**config.mk**
```make
export PLATFORM = sky130hd
export DESIGN_NAME = shift_bank
export DESIGN_NICKNAME = d
export VERILOG_FILES = /design/src/rise_detect.v /design/src/shift_bank.v
export VERILOG_INCLUDE_DIRS = /design/src /design/src/src
export SDC_FILE = /design/constraint.sdc
export NUM_CORES = 1
export LEC_CHECK = 0
export BUFFER_PORTS_ARGS = -buffer_cell sky130_fd_sc_hd__buf_2
export CORE_UTILIZATION = 42
export DETAILED_ROUTE_END_ITERATION = 7
export PLACE_DENSITY_LB_ADDON = 0.2
export SKIP_LAST_GASP = 1
export SYNTH_ARGS = -nofsm -noshare
export SYNTH_HDL_FRONTEND = slang
export SYNTH_HIERARCHICAL = 1
export SYNTH_SLANG_ARGS = --single-unit
```
**constraint.sdc**
```tcl
create_clock -name clk_sys_i -period 9.85 [get_ports clk_sys_i]
set_input_delay 2.4625 -clock clk_sys_i [delete_from_list [all_inputs] [get_ports clk_sys_i]]
set_output_delay 2.4625 -clock clk_sys_i [all_outputs]
set_load 0.005 [all_outputs]
```
**src/shift_bank_map.vh**
```
// Address map, field layout and reset values of the indexed shift register bank
`ifndef SHIFT_BANK_MAP_VH
`define SHIFT_BANK_MAP_VH

// Bank geometry
`define SB_NUM_BANKS      4
`define SB_STAGES         8

// Register addresses (word addresses on the plain register port)
`define SB_CFG_HI         4'h0
`define SB_RETAIN_ADDR    8'h10
`define SB_BANK_HI        6'h08

// Per-instance configuration word fields
`define SB_CFG_IDX_LSB    0
`define SB_CFG_IDX_W      2
`define SB_CFG_BIT_LSB    2
`define SB_CFG_BIT_W      3
`define SB_CFG_W          5

// Reset values
`define SB_CFG_RST        5'h00
`define SB_RETAIN_RST     4'h0

`endif

```
**src/rise_detect.v**
```verilog
// Rising edge detector that compares each input with its value one cycle earlier
`timescale 1ns/10ps
module rise_detect #(
   parameter W = 4
) (
   // Clock and reset
   input  wire         clk_sys_i,
   input  wire         nrst_i,
   // Levels in, edges out
   input  wire [W-1:0] level_i,
   output wire [W-1:0] rise_o
);

   reg [W-1:0] prev;

   // A level already high when reset lifts counts as an edge in the first cycle
   always @(posedge clk_sys_i) begin
      if (!nrst_i) begin
         prev <= {W{1'b0}};
      end else begin
         prev <= level_i;
      end
   end

   assign rise_o = level_i & ~prev;

endmodule // rise_detect

```
**src/shift_bank.v**
```verilog
// Bank of four 8-stage shift registers driven by indexed function instances
//
// Local design decisions: the register offsets and strobed register access.
`timescale 1ns/10ps
`include "shift_bank_map.vh"

// Overview of operation
// - A shift happens only on a rising edge of an instance's trigger; falling edges do nothing.
// - With direction low the serial bit enters stage 1 and each stage moves up one, stage 8 lost.
// - With direction high the serial bit enters stage 8 and each stage moves down one, stage 1 lost.
// - A rising edge of the clear input zeroes all eight stages of the addressed bank and the output, unless a later instance on that bank shifts in the same cycle.
// - Outside reset the selected-bit output shows one stage, chosen by configuration from 1 to 8; reset holds it at zero.
// - There are four independent 8-stage banks, addressed by an index from 1 to 4.
// - Each instance works on the bank its index names, so instances with one index share storage.
// - A retentive bank keeps its stages over reset; a non-retentive one restarts cleared.
module shift_bank #(
   parameter NUM_FN = 4
) (
   // Clock and reset
   input  wire              clk_sys_i,
   input  wire              nrst_i,
   // Function instance inputs
   input  wire [NUM_FN-1:0] ser_in_i,
   input  wire [NUM_FN-1:0] trig_i,
   input  wire [NUM_FN-1:0] dir_i,
   input  wire [NUM_FN-1:0] clear_i,
   // Register port
   input  wire [7:0]        addr_i,
   input  wire [31:0]       wr_data_i,
   input  wire              wr_i,
   input  wire              rd_i,
   output reg  [31:0]       rd_data_o,
   // Function instance outputs
   output reg  [NUM_FN-1:0] sel_bit_o
);

   localparam BANK_W = `SB_NUM_BANKS * `SB_STAGES;

   reg  [`SB_CFG_W*NUM_FN-1:0] cfg;
   reg  [`SB_NUM_BANKS-1:0]    retain;
   reg  [BANK_W-1:0]           bank;
   reg  [BANK_W-1:0]           next_bank;
   reg  [NUM_FN-1:0]           next_sel;
   reg  [31:0]                 next_rd;
   wire [NUM_FN-1:0]           trg_rise;
   wire [NUM_FN-1:0]           clr_rise;
   wire                        cfg_wr;
   wire                        retain_wr;
   integer                     i;
   integer                     j;
   integer                     k;
   integer                     b;

   // Retention setting and retained stages live in storage that power loss
   // does not touch, so they start known without depending on reset.
   initial begin
      retain = `SB_RETAIN_RST;
      bank   = {BANK_W{1'b0}};
   end

   // Bank number (0..3) that instance n works on
   function integer cfg_bank;
      input [`SB_CFG_W*NUM_FN-1:0] c;
      input integer                n;
      begin
         cfg_bank = c[n*`SB_CFG_W+`SB_CFG_IDX_LSB +: `SB_CFG_IDX_W];
      end
   endfunction

   // Stage number (0..7) that instance n presents
   function integer cfg_stage;
      input [`SB_CFG_W*NUM_FN-1:0] c;
      input integer                n;
      begin
         cfg_stage = c[n*`SB_CFG_W+`SB_CFG_BIT_LSB +: `SB_CFG_BIT_W];
      end
   endfunction

   // Bit 0 holds stage 1, bit 7 stage 8
   function [7:0] shift_stage;
      input [7:0] s;
      input       din;
      input       dir;
      begin
         if (!dir) begin
            shift_stage = {s[6:0], din};
         end else begin
            shift_stage = {din, s[7:1]};
         end
      end
   endfunction

   // One bank's eight stages out of the flat storage vector
   function [7:0] bank_word;
      input [BANK_W-1:0] v;
      input integer      n;
      begin
         bank_word = v[n*`SB_STAGES +: `SB_STAGES];
      end
   endfunction

   // Configuration word of an instance; instances beyond NUM_FN are unmapped
   function cfg_hit;
      input [7:0] a;
      begin
         cfg_hit = (a[7:4] == `SB_CFG_HI) && (a[3:0] < NUM_FN);
      end
   endfunction

   function retain_hit;
      input [7:0] a;
      begin
         retain_hit = (a == `SB_RETAIN_ADDR);
      end
   endfunction

   // Stage status of one bank, read-only
   function bank_hit;
      input [7:0] a;
      begin
         bank_hit = (a[7:2] == `SB_BANK_HI);
      end
   endfunction

   rise_detect #(
      .W (NUM_FN)
   ) u_trg_edge (
      .clk_sys_i (clk_sys_i),
      .nrst_i    (nrst_i),
      .level_i   (trig_i),
      .rise_o    (trg_rise)
   );

   rise_detect #(
      .W (NUM_FN)
   ) u_clr_edge (
      .clk_sys_i (clk_sys_i),
      .nrst_i    (nrst_i),
      .level_i   (clear_i),
      .rise_o    (clr_rise)
   );

   // Write enables, decoded once for the register processes below
   assign cfg_wr    = wr_i && cfg_hit(addr_i);
   assign retain_wr = wr_i && retain_hit(addr_i);

   // Instances are evaluated in index order like a scan, so a later instance
   // on a shared bank sees the effect of an earlier one in the same cycle.
   always @* begin
      next_bank = bank;
      b         = 0;
      for (i = 0; i < NUM_FN; i = i + 1) begin
         b = cfg_bank(cfg, i);
         if (clr_rise[i]) begin
            next_bank[b*8 +: 8] = 8'h00;
         end else if (trg_rise[i]) begin
            next_bank[b*8 +: 8] = shift_stage(bank_word(next_bank, b),
                                              ser_in_i[i], dir_i[i]);
         end
      end
   end

   // Each output looks at its bank after this cycle's instances have acted
   always @* begin
      next_sel = {NUM_FN{1'b0}};
      for (j = 0; j < NUM_FN; j = j + 1) begin
         next_sel[j] = next_bank[cfg_bank(cfg, j)*8 + cfg_stage(cfg, j)];
      end
   end

   // Read decode; unmapped addresses answer zero
   always @* begin
      next_rd = 32'h0000_0000;
      if (rd_i) begin
         if (cfg_hit(addr_i)) begin
            next_rd[`SB_CFG_W-1:0] = cfg[addr_i[3:0]*`SB_CFG_W +: `SB_CFG_W];
         end else if (retain_hit(addr_i)) begin
            next_rd[`SB_NUM_BANKS-1:0] = retain;
         end else if (bank_hit(addr_i)) begin
            next_rd[7:0] = bank_word(bank, addr_i[1:0]);
         end
      end
   end

   // Retention mask survives reset on purpose, like the stages it protects
   always @(posedge clk_sys_i) begin
      if (retain_wr) begin
         retain <= wr_data_i[`SB_NUM_BANKS-1:0];
      end
   end

   // A retained bank simply skips the clear, so its stages ride through reset
   always @(posedge clk_sys_i) begin
      if (!nrst_i) begin
         for (k = 0; k < `SB_NUM_BANKS; k = k + 1) begin
            if (!retain[k]) begin
               bank[k*8 +: 8] <= 8'h00;
            end
         end
      end else begin
         bank <= next_bank;
      end
   end

   // Instance configuration; every instance reverts to bank 1, stage 1
   always @(posedge clk_sys_i) begin
      if (!nrst_i) begin
         cfg <= {NUM_FN{`SB_CFG_RST}};
      end else if (cfg_wr) begin
         cfg[addr_i[3:0]*`SB_CFG_W +: `SB_CFG_W] <= wr_data_i[`SB_CFG_W-1:0];
      end
   end

   // Read data stands for one cycle after the strobe, then falls back to zero
   always @(posedge clk_sys_i) begin
      if (!nrst_i) begin
         rd_data_o <= 32'h0000_0000;
      end else begin
         rd_data_o <= next_rd;
      end
   end

   always @(posedge clk_sys_i) begin
      if (!nrst_i) begin
         sel_bit_o <= {NUM_FN{1'b0}};
      end else begin
         sel_bit_o <= next_sel;
      end
   end

endmodule // shift_bank

```
==> flow_metrics.tcl <==
set metrics [dict create \
    status "finished clean" \
    cts_tree "yes" \
    syn_inst 1444 \
    grt_max_degree 41 \
    crit_path_start_kind "input port" \
    root_buffer "clkbuf_16" \
    grt_pass1_vias 11660 \
    postPlaceCellArea_sq_um 11030 \
    gp_congestion 1.057 \
    skew_ns 0.03176 \
    io_buffer_count 44 \
    regArea_sq_um 1882 \
    tightest_slew_ns 1.407 \
    power_w 0.001006 \
    hold_path_class "reg2reg" \
    setup_viol 0 \
    maxSlewHeadroom_pct 5.660 \
    std_cell_rows 57 \
    fmax_mhz 122.7 \
    synth_edf_count 36 \
    floorplan.die.height_um 161.4 \
    synth.distinct_cells 119 \
    period_needed_ns 8.153 \
    maxSlewViolCount 0 \
    cts_setup_buffers 0 \
    hp-start "retain[1]$_DFFE_PP_" \
    wire_per_inst_um 31.95 \
    rrSetupSlack_ns 2.51 \
    yosysSeqAreaShare_pct 17.64 \
    whs_path_depth 2 \
    synth-main-ff-cell "dfxtp_1" \
    nFillCells 2533 \
    dr_total_vias 13080 \
    rr_endpoint "sel_bit_o[1]$_SDFF_PN0_" \
    area_growth_pct 6.136 \
    die_x_um 161.4 \
    p_leak_nw 3.905 \
    placeableCoreArea_sq_um 24600 \
    postCtsResizedCells 0 \
    fin_crit_sh_pct 82.77 \
    worst-setup-path-type "in2reg" \
    power_density_nw_per_um2 88.88 \
    clk_pin_slew_worst_paths_ns 0.08 \
    finalSetupTns_ns 0 \
    cts_max_path_buffers 2 \
    htreeDepth 3 \
    reg2regPathDepth 16 \
    hpwl_um 42910 \
    crit_path_max_fanout 13 \
    avgSynthCellArea_sq_um 7.386 \
    cp-end-kind "register" \
    ant_nets 0 \
    rsz0062_at_grt "no" \
    synth_area_sq_um 10670 \
    cts_hold_buf 0 \
    dieArea_sq_um 26040 \
    vias_per_cell 7.395 \
    fin_nets 1518 \
    drt_iter0_markers 2332 \
    clock_latency_ns 0.38 \
    wl_um 56490 \
    min_to "rd_data_o[1]$_SDFF_PN0_" \
    final_cell_area_sq_um 11320 \
    multiInputGateArea_sq_um 8185 \
    grt.overflow.total 0 \
    cts.sinks 76 \
    setup_ws_ns 1.697 \
    critPathRequiredTime_ns 10.09 \
    initial_core_util_pct 43.35 \
    ys_async_sr_fraction_pct 0 \
    cts_buffers 9 \
    io_pins 96 \
    cp_data_arrival_time_ns 8.39 \
    grtUsageTotal_pct 42.77 \
    maxCapViolations 0 \
    finalHoldViolCount 0 \
    pre_cts_ws_ns 1.709 \
    drive_gt1_share_pct 12.27 \
    drc 0 \
    r2r_start "cfg[1]$_SDFFE_PN0P_" \
    peakVddDrop_mv 0.08139 \
    yosys_warnings 6 \
    grt_pass1_wl_um 81480 \
    antenna_found_initial 3 \
    synth.ff_latch_count 76 \
    first_pass_iters 6 \
]
-- report_power, final --
| group | switching, W | leakage (nW) | total [W] | internal, W |
|---|---|---|---|---|
| clock network | 0.000207 | 0.140 | 0.000386 | 0.000179 |
| registers | 0.0000123 | 0.714 | 0.000352 | 0.000339 |
| logic | 0.000191 | 3.05 | 0.000268 | 0.0000779 |
| total | 0.000409 | 3.90 | 0.00101 | 0.000597 |
-- per-stage QoR --
step | utilization, % | std cells | hold slack, ns
floorplan | - | 1467 | 0.4966
global placement | 44.82 | 1751 | 0.5226
detailed placement | 44.82 | 1751 | 0.5281
CTS | 46.00 | 1767 | 0.5384
global route | 46.00 | 1767 | 0.5940
finish | 46.01 | 1768 | 0.5510
-- cells in the mapped netlist (25+ instances only) --
cell,count,share of area (%)
clkbuf_1,68,2.4
a21oi_1,77,3.6
edfxtp_1,36,10
nor2b_1,34,2.0
mux2i_1,30,2.8
dfxtp_1,40,7.5
nand2_1,162,5.7
nand4_1,25,1.5
nor3_1,45,2.1
and2_1,42,2.5
inv_1,28,0.99
o21ai_0,77,3.6
buf_4,25,1.8
nand3_1,73,3.4
nor2_1,158,5.6
-- placed cells by master (no fill, tap or decap), types with 23 or more instances in the layout --
master / instances
nand2_1: 162
nor2_1: 158
a21oi_1: 77
o21ai_0: 76
nand3_1: 73
nor3_1: 45
buf_2: 44
and2_1: 42
dfxtp_1: 40
edfxtp_1: 36
nor2b_1: 34
mux2i_1: 30
inv_1: 28
buf_4: 27
nand4_1: 25
conb_1: 24
o31ai_1: 23
a31oi_1: 23
-- logic make-up (layout without fill, tap and decap cells) --
| kind of cell | after synthesis | in the layout | synth area share (%) |
|---|---|---|---|
| AOI/OAI and AO/OA | 516 | 516 | 37.03 |
| xor gates and xnor gates | 2 | 2 | 0.1643 |
| adders and majority gates | 20 | 20 | 2.346 |
| buffers and inverters | 146 | 122 | 6.464 |
| DFF | 76 | 76 | 17.64 |
| muxes | 56 | 56 | 7.356 |
| other | 1 | 25 | 0.03516 |
| and+or+nand+nor | 627 | 627 | 28.97 |
-- worst max-delay path: stages --
cell and delay (ns):
buf_2 0.08, nor2b_1 0.48, and4bb_2 0.42, nand3_2 0.34, o21ai_0 1.00, a22o_1 0.44, nand3_1 0.13, nand4_1 0.35
a21oi_2 0.20, o31a_1 0.31, mux4_2 0.64, o221ai_2 0.62, o22ai_1 0.19, o41ai_1 0.32, a311oi_1 0.10, a311oi_1 0.30
-- registers in the layout (all words and copies together), names as in the netlist --
register,count
cfg,20
u_trg_edge/prev,4
sel_bit_o,4
rd_data_o,8
retain,4
u_clr_edge/prev,4
bank,32
-- metal layers --
layer | wire [um] | part of all wire (%) | track usage, % | vias up
li1 | - | - | - | 5595
met1 | 22780 | 40 | 59.33 | 6207
met2 | 22700 | 40 | 59.87 | 1063
met3 | 7850 | 14 | 12.89 | 204
met4 | 3135 | 5.5 | 20.28 | 6
met5 | 35 | 0.062 | 0 | -
-- area by class of cell --
cell class                      instances  area share (%)
Inverter                               35           1.161
Multi-Input combinational cell       1245           72.31
Clock inverter                          7          0.5748
Clock buffer                            9           1.990
Antenna cell                            1         0.02211
Tap cell                              324           3.581
Sequential cell                        76           16.62
Timing Repair Buffer                   71           3.736
-- worst max path at each step --
stage                     startpoint  cells after the start                      end
after CTS                 clear_i[0]                     16  sel_bit_o[1]$_SDFF_PN0_
after floorplan           clear_i[0]                     17  sel_bit_o[2]$_SDFF_PN0_
after global routing       trig_i[0]                     16  sel_bit_o[0]$_SDFF_PN0_
after global placement    clear_i[0]                     16  sel_bit_o[1]$_SDFF_PN0_
final                      trig_i[0]                     16  sel_bit_o[1]$_SDFF_PN0_
after detailed placement  clear_i[0]                     16  sel_bit_o[1]$_SDFF_PN0_
(Power assumes the default switching activity.)
